## config.mk

```make
export PLATFORM = sky130hd
export DESIGN_NAME = mcid_top
export DESIGN_NICKNAME = d
export VERILOG_FILES = /design/src/mcid_pkg.sv /design/src/mcid_top.sv /design/src/mcid_stall_sel.sv /design/src/mcid_rd_port.sv
export SDC_FILE = /design/constraint.sdc
export NUM_CORES = 1
export LEC_CHECK = 0
export BUFFER_PORTS_ARGS = -buffer_cell sky130_fd_sc_hd__buf_4
export CORE_MARGIN = 5
export CORE_UTILIZATION = 50
export DETAILED_ROUTE_END_ITERATION = 6
export PLACE_DENSITY_LB_ADDON = 0.15
export SETUP_SLACK_MARGIN = 0.2
export SLEW_MARGIN = 25
export SYNTH_ARGS = -nofsm -noshare
export SYNTH_HDL_FRONTEND = slang
export SYNTH_HIERARCHICAL = 1
export SYNTH_SLANG_ARGS = --single-unit
```

## constraint.sdc

```tcl
create_clock -name clk -period 2.6 [get_ports clk]
set_clock_uncertainty 0.05 [all_clocks]
set_input_delay 0.52 -clock clk [delete_from_list [all_inputs] [get_ports clk]]
set_output_delay 0.52 -clock clk [all_outputs]
set_load 0.02 [all_outputs]
```

## src/mcid_pkg.sv

```systemverilog
// Constants for the capability report of the I/O memory management unit.
// Assumes one 25 MHz clock and the active-low reset resetn.
//
// Function
// RULE1: Stream table levels, bits 28:27: 00 linear, 01 two-level, 1x reserved.
// RULE2: Bit 26: 0 abort flag selects, 1 terminated transactions always abort.
// RULE3: Stall field 25:24: 00 both, 01 no stall, 10 forced, 11 reserved.
// RULE4: With secure side, mirror secure copy; 00 plus stall disable reads 01.
// RULE5: A PCI-attached unit never reports forced stall 10.
// RULE6: Walk endianness 22:21: 00 mixed, 01 reserved, 10 little, 11 big.
// RULE7: Bit 20 virtual translate page needs translate operations and both stages.
// RULE8: Bit 19 is 1 only with two-level context tables.
// RULE9: Bits 18 and 12 report wide VM and address-space tags.
// RULE10: Bit 17 VM tag wildcard reads 0 without stage 2.
// RULE11: Bit 16 page requests reads 0 without ATS.
// RULE12: Bit 15 translate operations; when 0 bit 20 reads 0.
// RULE13: Bit 14 set only if wake events reach every maintenance processor.
// RULE14: Bit 13 reports message-signalled interrupt support.
// RULE15: Bit 11 split-stage ATS off; reads 0 unless ATS and both stages.
// RULE16: Bit 10 reports unit ATS support only.
// RULE17: Bit 9 hypervisor contexts; 0 unless both stages; mandatory at version 3.2.
// RULE18: Flag update 7:6: 00 none, 01 access, 10 dirty; 00 without atomics.
// RULE19: Bit 5 broadcast maintenance only with unit, system and interconnect support.
// RULE20: Bit 4 coherent access only if fully supported everywhere.
// RULE21: Table formats 3:2: 01 32-bit, 10 64-bit, 11 both, 00 reserved.
// RULE22: Bit 1 stage 1 present, bit 0 stage 2 present.
// RULE23: Writes to the report are ignored; fields constant except stall field.
package mcid_pkg;
  // =========================================
  // Register map (byte addresses)
  localparam int          ADDR_W          = 12;
  localparam logic [11:0] OFS_FEATURE0    = 12'h000;
  localparam logic [11:0] OFS_SEC_CTRL    = 12'h004;
  localparam logic [11:0] OFS_SEC_FEATURE = 12'h008;
  localparam logic        RST_STALL_DIS   = 1'b0;
  localparam logic [1:0]  RST_STALL_MODEL = 2'h0;
  localparam int          POS_STALL_DIS   = 0;
  // =========================================
  // Field positions of the report word
  localparam int POS_ST_LVL  = 27;
  localparam int POS_TERM    = 26;
  localparam int POS_STALL   = 24;
  localparam int POS_ENDIAN  = 21;
  localparam int POS_VXLATE  = 20;
  localparam int POS_CTX2L   = 19;
  localparam int POS_WVM     = 18;
  localparam int POS_VMWILD  = 17;
  localparam int POS_PRI     = 16;
  localparam int POS_XLATE   = 15;
  localparam int POS_WAKE    = 14;
  localparam int POS_MSI     = 13;
  localparam int POS_WSPACE  = 12;
  localparam int POS_SPLIT   = 11;
  localparam int POS_ATS     = 10;
  localparam int POS_HYP     = 9;
  localparam int POS_DORM    = 8;
  localparam int POS_HWFLAG  = 6;
  localparam int POS_BTM     = 5;
  localparam int POS_COH     = 4;
  localparam int POS_TTF     = 2;
  localparam int POS_S1      = 1;
  localparam int POS_S2      = 0;
  // =========================================
  // Encodings
  localparam logic [1:0] STALL_BOTH   = 2'h0;
  localparam logic [1:0] STALL_NONE   = 2'h1;
  localparam logic [1:0] STALL_FORCED = 2'h2;
  localparam logic [1:0] ENDIAN_MIXED = 2'h0;
  localparam logic [1:0] FLAG_NONE    = 2'h0;
  localparam logic [1:0] TTF_64       = 2'h2;
  localparam logic [1:0] LVL_LINEAR   = 2'h0;
  // =========================================
  // Implementation capabilities
  localparam logic [1:0] CAP_ST_LEVELS   = 2'h1;
  localparam logic       CAP_TERM_ABORT  = 1'b0;
  localparam logic [1:0] CAP_STALL       = 2'h0;
  localparam logic [1:0] CAP_SEC_STALL   = 2'h0;
  localparam logic       CAP_SECURE      = 1'b1;
  localparam logic       CAP_PCI_SYS     = 1'b1;
  localparam logic [1:0] CAP_ENDIAN      = 2'h0;
  localparam logic       CAP_VXLATE      = 1'b1;
  localparam logic       CAP_CTX2L       = 1'b1;
  localparam logic       CAP_WVM         = 1'b1;
  localparam logic       CAP_VMWILD      = 1'b1;
  localparam logic       CAP_PRI         = 1'b1;
  localparam logic       CAP_XLATE       = 1'b1;
  localparam logic       CAP_WAKE        = 1'b1;
  localparam logic       CAP_SYS_WAKE    = 1'b1;
  localparam logic       CAP_MSI         = 1'b1;
  localparam logic       CAP_WSPACE      = 1'b1;
  localparam logic       CAP_SPLIT_OFF   = 1'b0;
  localparam logic       CAP_ATS         = 1'b1;
  localparam logic       CAP_HYP         = 1'b1;
  localparam logic       CAP_VER32       = 1'b1;
  localparam logic       CAP_DORMANT     = 1'b0;
  localparam logic [1:0] CAP_HWFLAG      = 2'h2;
  localparam logic       CAP_SYS_ATOMIC  = 1'b1;
  localparam logic       CAP_BTM         = 1'b1;
  localparam logic       CAP_SYS_BCAST   = 1'b1;
  localparam logic       CAP_COH         = 1'b1;
  localparam logic       CAP_SYS_COH     = 1'b1;
  localparam logic [1:0] CAP_TTF         = 2'h3;
  localparam logic       CAP_S1          = 1'b1;
  localparam logic       CAP_S2          = 1'b1;
endpackage

```

## src/mcid_top.sv

```systemverilog
// Capability report register of the I/O memory management unit.
// Assumes a plain register port: strobes one cycle, read data next cycle.
`timescale 1ns/10ps
module mcid_top
  import mcid_pkg::*;
(
  input  wire logic              clk,
  input  wire logic              resetn,
  input  wire logic [ADDR_W-1:0] reg_addr,
  input  wire logic [31:0]       reg_wdata,
  input  wire logic              reg_wr,
  input  wire logic              reg_rd,
  output logic      [31:0]       reg_rdata,
  output logic      [1:0]        ns_stall_model,
  output logic                   nonsecure_stall_disable,
  output logic                   cap_coerced
);
  // =========================================
  // Declarations
  logic        stall_dis_r;
  logic [1:0]  stall_model_r;
  logic        coerced_r;
  logic [1:0]  stall_model;
  logic        stall_coerced;
  logic [1:0]  stream_table_levels;
  logic        term_abort_only;
  logic [1:0]  walk_endianness;
  logic        virtual_xlate_page;
  logic        two_level_context_table;
  logic        wide_vm_tag;
  logic        vm_tag_wildcard;
  logic        page_request;
  logic        xlate_operations;
  logic        wake_event_support;
  logic        msi_support;
  logic        wide_space_tag;
  logic        split_stage_xlate_off;
  logic        ats_support;
  logic        hyp_contexts;
  logic        dormant_hint;
  logic [1:0]  hw_table_flag_update;
  logic        broadcast_tlb_maint;
  logic        coherent_access;
  logic [1:0]  table_formats;
  logic        stage1_present;
  logic        stage2_present;
  logic        both_stages;
  logic        fix_coerced;
  logic [31:0] feature_word;
  logic [31:0] ctrl_word;
  logic [31:0] sec_word;

  // =========================================
  // Secure control register
  // RULE4: stall disable control
  always_ff @(posedge clk or negedge resetn) begin
    if (!resetn) begin
      stall_dis_r <= RST_STALL_DIS;
    end else if (reg_wr && reg_addr == OFS_SEC_CTRL) begin
      stall_dis_r <= reg_wdata[POS_STALL_DIS];
    end
  end

  // RULE23: report writes ignored
  // A write to the report offset, or to the read-only secure
  // copy, reaches no storage at all.

  // =========================================
  // Stage presence
  // RULE22: stage bits
  always_comb begin
    stage1_present = CAP_S1;
    stage2_present = CAP_S2;
    both_stages    = CAP_S1 & CAP_S2;
  end

  // =========================================
  // Stream and context tables
  always_comb begin
    // RULE1: stream levels code
    if (CAP_ST_LEVELS[1]) begin
      stream_table_levels = LVL_LINEAR;
    end else begin
      stream_table_levels = CAP_ST_LEVELS;
    end
    // RULE8: two-level contexts
    two_level_context_table = CAP_CTX2L;
    // RULE2: terminate model
    term_abort_only = CAP_TERM_ABORT;
  end

  // =========================================
  // Stall model
  // RULE3: stall code resolve
  mcid_stall_sel u_stall (
    .secure_side_present     (CAP_SECURE),
    .pci_system              (CAP_PCI_SYS),
    .own_model               (CAP_STALL),
    .secure_model            (CAP_SEC_STALL),
    .nonsecure_stall_disable (stall_dis_r),
    .model                   (stall_model),
    .coerced                 (stall_coerced)
  );

  // =========================================
  // Walk endianness
  always_comb begin
    // RULE6: endianness code
    if (CAP_ENDIAN == 2'h1) begin
      walk_endianness = ENDIAN_MIXED;
    end else begin
      walk_endianness = CAP_ENDIAN;
    end
  end

  // =========================================
  // Translation operations
  always_comb begin
    // RULE12: translate operations
    xlate_operations = CAP_XLATE;
    // RULE7: virtual page gating
    virtual_xlate_page = CAP_VXLATE & CAP_XLATE & both_stages;
  end

  // =========================================
  // Tag widths and invalidation
  always_comb begin
    // RULE9: wide tag bits
    wide_vm_tag    = CAP_WVM;
    wide_space_tag = CAP_WSPACE;
    // RULE10: wildcard needs stage 2
    vm_tag_wildcard = CAP_VMWILD & CAP_S2;
  end

  // =========================================
  // ATS, page requests and split stage
  always_comb begin
    // RULE16: unit ATS only
    ats_support = CAP_ATS;
    // RULE11: page requests need ATS
    page_request = CAP_PRI & CAP_ATS;
    // RULE15: split-stage gating
    split_stage_xlate_off = CAP_SPLIT_OFF & CAP_ATS & both_stages;
  end

  // =========================================
  // Hypervisor contexts
  always_comb begin
    // RULE17: hypervisor gating
    if (both_stages) begin
      hyp_contexts = CAP_HYP | CAP_VER32;
    end else begin
      hyp_contexts = 1'b0;
    end
    dormant_hint = CAP_DORMANT;
  end

  // =========================================
  // Events and interrupts
  always_comb begin
    // RULE13: wake events system-wide
    wake_event_support = CAP_WAKE & CAP_SYS_WAKE;
    // RULE14: message interrupts
    msi_support = CAP_MSI;
  end

  // =========================================
  // System-level features
  always_comb begin
    // RULE18: flag update code
    if (CAP_HWFLAG == 2'h3 || !CAP_SYS_ATOMIC) begin
      hw_table_flag_update = FLAG_NONE;
    end else begin
      hw_table_flag_update = CAP_HWFLAG;
    end
    // RULE19: broadcast maintenance
    broadcast_tlb_maint = CAP_BTM & CAP_SYS_BCAST;
    // RULE20: coherent access
    coherent_access = CAP_COH & CAP_SYS_COH;
  end

  // =========================================
  // Table formats
  always_comb begin
    // RULE21: table format code
    if (CAP_TTF == 2'h0) begin
      table_formats = TTF_64;
    end else begin
      table_formats = CAP_TTF;
    end
  end

  // =========================================
  // Detection of capability codes that had to be altered
  always_comb begin
    fix_coerced = 1'b0;
    if (CAP_ST_LEVELS[1]) begin
      fix_coerced = 1'b1;
    end
    if (CAP_ENDIAN == 2'h1) begin
      fix_coerced = 1'b1;
    end
    if (CAP_HWFLAG == 2'h3) begin
      fix_coerced = 1'b1;
    end
    if (CAP_TTF == 2'h0) begin
      fix_coerced = 1'b1;
    end
    if (stall_coerced) begin
      fix_coerced = 1'b1;
    end
  end

  // =========================================
  // Report word assembly
  always_comb begin
    feature_word = 32'h0;
    feature_word[POS_ST_LVL+:2]  = stream_table_levels;
    feature_word[POS_TERM]       = term_abort_only;
    // RULE4: live stall field
    feature_word[POS_STALL+:2]   = stall_model;
    feature_word[POS_ENDIAN+:2]  = walk_endianness;
    feature_word[POS_VXLATE]     = virtual_xlate_page;
    feature_word[POS_CTX2L]      = two_level_context_table;
    feature_word[POS_WVM]        = wide_vm_tag;
    feature_word[POS_VMWILD]     = vm_tag_wildcard;
    feature_word[POS_PRI]        = page_request;
    feature_word[POS_XLATE]      = xlate_operations;
    feature_word[POS_WAKE]       = wake_event_support;
    feature_word[POS_MSI]        = msi_support;
    feature_word[POS_WSPACE]     = wide_space_tag;
    feature_word[POS_SPLIT]      = split_stage_xlate_off;
    feature_word[POS_ATS]        = ats_support;
    feature_word[POS_HYP]        = hyp_contexts;
    feature_word[POS_DORM]       = dormant_hint;
    feature_word[POS_HWFLAG+:2]  = hw_table_flag_update;
    feature_word[POS_BTM]        = broadcast_tlb_maint;
    feature_word[POS_COH]        = coherent_access;
    feature_word[POS_TTF+:2]     = table_formats;
    feature_word[POS_S1]         = stage1_present;
    feature_word[POS_S2]         = stage2_present;
  end

  always_comb begin
    ctrl_word = 32'h0;
    ctrl_word[POS_STALL_DIS] = stall_dis_r;
    sec_word = 32'h0;
    sec_word[POS_STALL+:2] = CAP_SEC_STALL;
  end

  // =========================================
  // Register read port
  mcid_rd_port u_rd (
    .clk          (clk),
    .resetn       (resetn),
    .rd           (reg_rd),
    .addr         (reg_addr),
    .feature_word (feature_word),
    .ctrl_word    (ctrl_word),
    .sec_word     (sec_word),
    .rdata        (reg_rdata)
  );

  // =========================================
  // Status outputs toward the rest of the unit
  always_ff @(posedge clk or negedge resetn) begin
    if (!resetn) begin
      stall_model_r <= RST_STALL_MODEL;
      coerced_r     <= 1'b0;
    end else begin
      stall_model_r <= stall_model;
      coerced_r     <= fix_coerced;
    end
  end

  assign ns_stall_model          = stall_model_r;
  assign nonsecure_stall_disable = stall_dis_r;
  assign cap_coerced             = coerced_r;
endmodule

```

## src/mcid_stall_sel.sv

```systemverilog
// Resolves the non-secure stall-support code.
// Assumes inputs are steady levels in the clk domain.
`timescale 1ns/10ps
module mcid_stall_sel
  import mcid_pkg::*;
(
  input  wire logic       secure_side_present,
  input  wire logic       pci_system,
  input  wire logic [1:0] own_model,
  input  wire logic [1:0] secure_model,
  input  wire logic       nonsecure_stall_disable,
  output logic      [1:0] model,
  output logic            coerced
);
  logic [1:0] base;
  always_comb begin
    base    = own_model;
    coerced = 1'b0;
    // RULE4: secure copy mirror
    if (secure_side_present) begin
      base = secure_model;
      if (secure_model == STALL_BOTH && nonsecure_stall_disable) begin
        base = STALL_NONE;
      end
    end
    model = base;
    // RULE3: reserved code avoided
    if (base == 2'h3) begin
      model   = STALL_NONE;
      coerced = 1'b1;
    end
    // RULE5: no forced stall on PCI
    if (pci_system && base == STALL_FORCED) begin
      model   = STALL_NONE;
      coerced = 1'b1;
    end
  end
endmodule

```

## src/mcid_rd_port.sv

```systemverilog
// Read decode and registered read data for the capability registers.
// Assumes one-cycle read strobes; data stand the following cycle only.
`timescale 1ns/10ps
module mcid_rd_port
  import mcid_pkg::*;
(
  input  wire logic              clk,
  input  wire logic              resetn,
  input  wire logic              rd,
  input  wire logic [ADDR_W-1:0] addr,
  input  wire logic [31:0]       feature_word,
  input  wire logic [31:0]       ctrl_word,
  input  wire logic [31:0]       sec_word,
  output logic      [31:0]       rdata
);
  logic [31:0] rdata_r;
  logic [31:0] rdata_nxt;
  always_comb begin
    rdata_nxt = 32'h0;
    if (rd) begin
      case (addr)
        OFS_FEATURE0:    rdata_nxt = feature_word;
        OFS_SEC_CTRL:    rdata_nxt = ctrl_word;
        OFS_SEC_FEATURE: rdata_nxt = sec_word;
        default:         rdata_nxt = 32'h0;
      endcase
    end
  end
  // Zero outside the read cycle keeps the data one cycle wide
  always_ff @(posedge clk or negedge resetn) begin
    if (!resetn) begin
      rdata_r <= 32'h0;
    end else begin
      rdata_r <= rdata_nxt;
    end
  end
  assign rdata = rdata_r;
endmodule

```

* Word level (Yosys, flattened, before mapping)
Index checks and enable logic that the tools add are counted. Widths: inputs -> output; s select.
Operators by class: reductions and logical operators 2, multiplexer cells 8, equal/unequal tests 3
Operator list (number):
- $pmux 28 s2 | 1
- $mux 28 | 1
- $eq 12x3->1 const B | 1
- $logic_not 12->1 | 1
- $mux 1 | 6
- $eq 1x2->1 const B | 2
- $logic_and 1x1->1 | 1
Storage, ports and cells: register bits 36, input port bits 48, output and inout port bits 36

* Depth between registers and ports, before layout
word-level depth 6, depth in mapped cells 6, gate-level depth less buffers 5

* By module
The synthesis kept the hierarchy.
By module, submodules not included:
- mcid_rd_port | area each 1895.6 sq um, sequential area each 800.8 sq um, cells an instance 180, instances 1
- mcid_top | area each 163.9 sq um, sequential area each 100.1 sq um, cells an instance 12, instances 1
- mcid_stall_sel | area each 71.3 sq um, sequential area each 0.0 sq um, cells an instance 7, instances 1

* Worst setup path after synthesis
Ideal clock, no wire load.
path kind reg-to-reg, start register stall_dis_r, in the netlist nonsecure_stall_disable, end register u_rd.rdata_r[24], in the netlist u_rd/rdata[24], data arrival time 1.285 ns, setup slack 1.147 ns, clock period less this slack 1.453 ns, cell stages (with the launch flop) 6, buffers on the path 0, cells stage by stage dfrtp_1 mux2_2 a221o_1 mux2i_1 or2_1 a21oi_2
Between the ends: longest elaborated chain between the ends 6
RTL lines:
- start, declared | line mcid_top.sv:20 | logic stall_dis_r;
- start signal, assigned | line mcid_top.sv:60 | stall_dis_r <= reg_wdata[POS_STALL_DIS];
- $mux 1 (*) | line mcid_stall_sel.sv:22 | if (secure_model == STALL_BOTH && nonsecure_stall_disable) begin
- $eq 1x2->1 | line mcid_stall_sel.sv:28 | if (base == 2'h3) begin
- $mux 1 | line mcid_stall_sel.sv:28
- $mux 1 (*) | line mcid_stall_sel.sv:33 | if (pci_system && base == STALL_FORCED) begin
- named net stall_model[0] | line mcid_top.sv:23 | logic [1:0] stall_model;
- $pmux 28 s2 (*) | line mcid_rd_port.sv:21 | case (addr)
- $mux 28 (*) | line mcid_rd_port.sv:20 | if (rd) begin
- named net u_rd.rdata_nxt[24] | line mcid_rd_port.sv:17 | logic [31:0] rdata_nxt;
- end signal, assigned | line mcid_rd_port.sv:34 | rdata_r <= rdata_nxt;
- end, declared | line mcid_rd_port.sv:16 | logic [31:0] rdata_r;
The timed path passes the listed nets; every way through them passes the cells marked *. A chain may end at the register's enable or synchronous reset.

* Worst setup path in the final report
start input port reg_addr[5], end register u_rd.rdata_r[0], in the netlist u_rd/rdata[0]
Between the ends: longest elaborated chain between the ends 3
RTL lines:
- start, declared | line mcid_top.sv:9 | input wire logic [ADDR_W-1:0] reg_addr,
- $eq 12x3->1 / $logic_not 12->1 (equally long branches) | line mcid_rd_port.sv:21
- $pmux 28 s2 (*) | line mcid_rd_port.sv:21
- $mux 28 (*) | line mcid_rd_port.sv:20
- named net u_rd.rdata_nxt[0] | line mcid_rd_port.sv:17
Marked as above.

==> out/results.txt <==
layout cells sized above 1 = 29.5%
synthesized flop and latch total = 36
die area = 0.00567 sq mm
TritonCTS clock tree = built
switching pwr = 0.000306 W
post-place setup slack = 0.677 ns
total grt overflow = 0
Int Pwr = 0.000925 W
Min-Delay Path Class = in -> async
Worst slew margin = 61.3%
Mapped Cells = 199
final worst slack = 0.983 ns
Yosys cell types = 28
Die Y = 75.3 microns
Worst Tran Pin Value = 0.578 ns
post-DP HPWL = 3010 microns
I/O pin total = 84
Design Area, Final = 0.00301 sq mm
Finished Layout Cells = 403
Site Rows = 23
Pwr Density = 410 mW/mm^2
Clk Latency, worst-skew pair = 0.28 ns
worst path cell trace = buf_4, nor4_2, nand4_2, buf_12, a21oi_1
Syn Std Cell Area = 0.00213 sq mm
antenna cell count = 0
Nets = 400
Worst-path clk slew = 0.07 ns
unrepaired setup endpoints after global routing = no
Critical Path Max Stage Delay = 0.37 ns
Slew Viols, Final = 0
most frequent cells in the layout = 107 x conb_1, 54 x buf_4, 36 x dfrtp_1, 33 x mux2i_1, 33 x nand2_1
period utilisation layout = 62.2%
register area share after synthesis = 42.3%
Lkg Pwr = 1.57 nW
DR WL/cell = 10.3 microns
hold_buf cts = 0
DRC errors left = 0
Via-to-Cell Ratio = 4.14
DR vias = 1670
Max FO, Critical Path = 25
clk sinks = 36
TritonRoute pass-1 iters = 4
minimum clock period = 1.62 ns
maximum root-to-sink buffer count = 2
Cell Area, Placed = 0.00290 sq mm
initial antenna violation count = 0
largest net degree at the start of global routing = 37
Root Driver = clkbuf_8
CP startpoint kind = input port
combinational share of power = 14.7%
antenna viol nets, final = 0
slowest stage cell, crit path = nand4_2
Final TNS setup = 0 ns
initial DRC count = 53
max-cap violation count = 0
Initial Utilization = 52.5%
Worst EP required = 2.76 ns
placed cells = 395
IO Port Bufs = 52
post-CTS setup buffers = 0
vias in the first global route = 1694
Clk network pwr share = 39.5%
Critical Path End Type = register
TritonCTS Buffers = 5
fmax = 0.618 GHz
Total Routed Length = 4150 microns
first-pass GRT wire length = 7310 microns
Yosys Warn Count = 6
PostCTS Resize Cnt = 0
Data arrival, critical path = 1.78 ns
GRT Util Overall = 17.0%
status = completed
P&R area growth vs syn = 41.0%
most common cell after layout, fill and taps aside = conb_1
Mapped Avg Cell Area = 10.7 sq um
area of the core = 0.00406 sq mm
WS Path Type = in -> reg
Reg power frac = 45.8%
worst vdd ir = 0.234 mV
H-tree depth = 2
Sw Share = 24.9%
routability cong. = 0.868
die width = 75.3 microns
Final Hold Fails = 0
Final Setup Violations = 0
## critical path, delay by kind of cell
| family | cells | cell delay, ns |
|---|---|---|
| simple gates | 2 | 0.68 |
| buf+inv | 2 | 0.43 |
| compound gates | 1 | 0.14 |
## layer usage
layer  up-vias  track usage (%)  share of wire, %  wire [microns]
li1        871                -                 -               -
met1       753             17.2                37            1540
met2        35             32.3                54            2250
met3        11             4.81               6.0             248
met4         0             6.99               2.7             111
met5         -                0                 0               0
## final timing paths
kind | startpoint | end | slack (ns) | cells past startpoint
setup / recovery | reg_addr[5] | u_rd/rdata[0] | 0.98 | 5
hold / removal | resetn | cap_coerced | 0.13 | 1
setup reg to reg | nonsecure_stall_disable | u_rd/rdata[24] | 1.15 | 5
hold reg to reg | nonsecure_stall_disable | nonsecure_stall_disable | 0.53 | 1
max in group asynchronous | resetn | u_rd/rdata[9] | 2.05 | 1
min in group clk | reg_wdata[0] | nonsecure_stall_disable | 0.41 | 2
## cell usage after synthesis, drive strengths merged
cell / instances / area share, %
dfrtp: 36 / 42
mux2i: 33 / 16
nand2: 33 / 5.8
a21oi: 32 / 13
or2: 32 / 9.4
buf: 11 / 5.0
clkbuf: 3 / 0.53
mux2: 3 / 1.8
nor4: 3 / 2.2
conb: 2 / 0.35
nand4: 2 / 0.88
nor3b: 2 / 0.70
a221o: 1 / 0.47
and2b: 1 / 0.47
nor2: 1 / 0.18
nor2b: 1 / 0.29
nor3: 1 / 0.23
nor4b: 1 / 0.70
o21ba: 1 / 0.47
## power groups by stage
stage | logic (W) | clock network [W] | registers [W]
6_report | 0.000181 | 0.000486 | 0.000564
3_3_place_gp | 0.000174 | 0 | 0.000575
3_5_place_dp | 0.000177 | 0 | 0.000575
5_1_grt | 0.000209 | 0.000514 | 0.000565
2_1_floorplan | 0.000127 | 0 | 0.000580
4_1_cts | 0.000177 | 0.000499 | 0.000564
## sequential cells by signal, summed over array words and instances (netlist names)
signal	flops
ns_stall_model	2
cap_coerced	1
u_rd/rdata	32
nonsecure_stall_disable	1
## final cells by class
class / count / area (sq um)
Fill cell: 302 / 1050
Timing Repair Buffer: 55 / 425
Clock inverter: 2 / 35.0
Clock buffer: 6 / 72.6
Sequential cell: 36 / 901
Multi-Input combinational cell: 254 / 1510
Tap cell: 50 / 62.6
## stage by stage
stage | total power, W | hold WS, ns | util, %
6_report | 0.00123 | 0.126 | 74.1
5_1_grt | 0.00129 | 0.167 | 74.1
4_1_cts | 0.00124 | 0.142 | 74.1
3_5_place_dp | 0.000753 | 0.454 | 71.4
3_3_place_gp | 0.000749 | 0.446 | 71.4
2_1_floorplan | 0.000708 | 0.174 | -
## kinds of logic after synthesis
family / synth area share [%]
AO/OA/AOI/OAI: 13.7
other: 0.352
AND/OR/NAND/NOR: 20.8
multiplexers: 17.3
flip-flops: 42.3
buffers and inverters: 5.52
(Power assumes the default switching activity.)
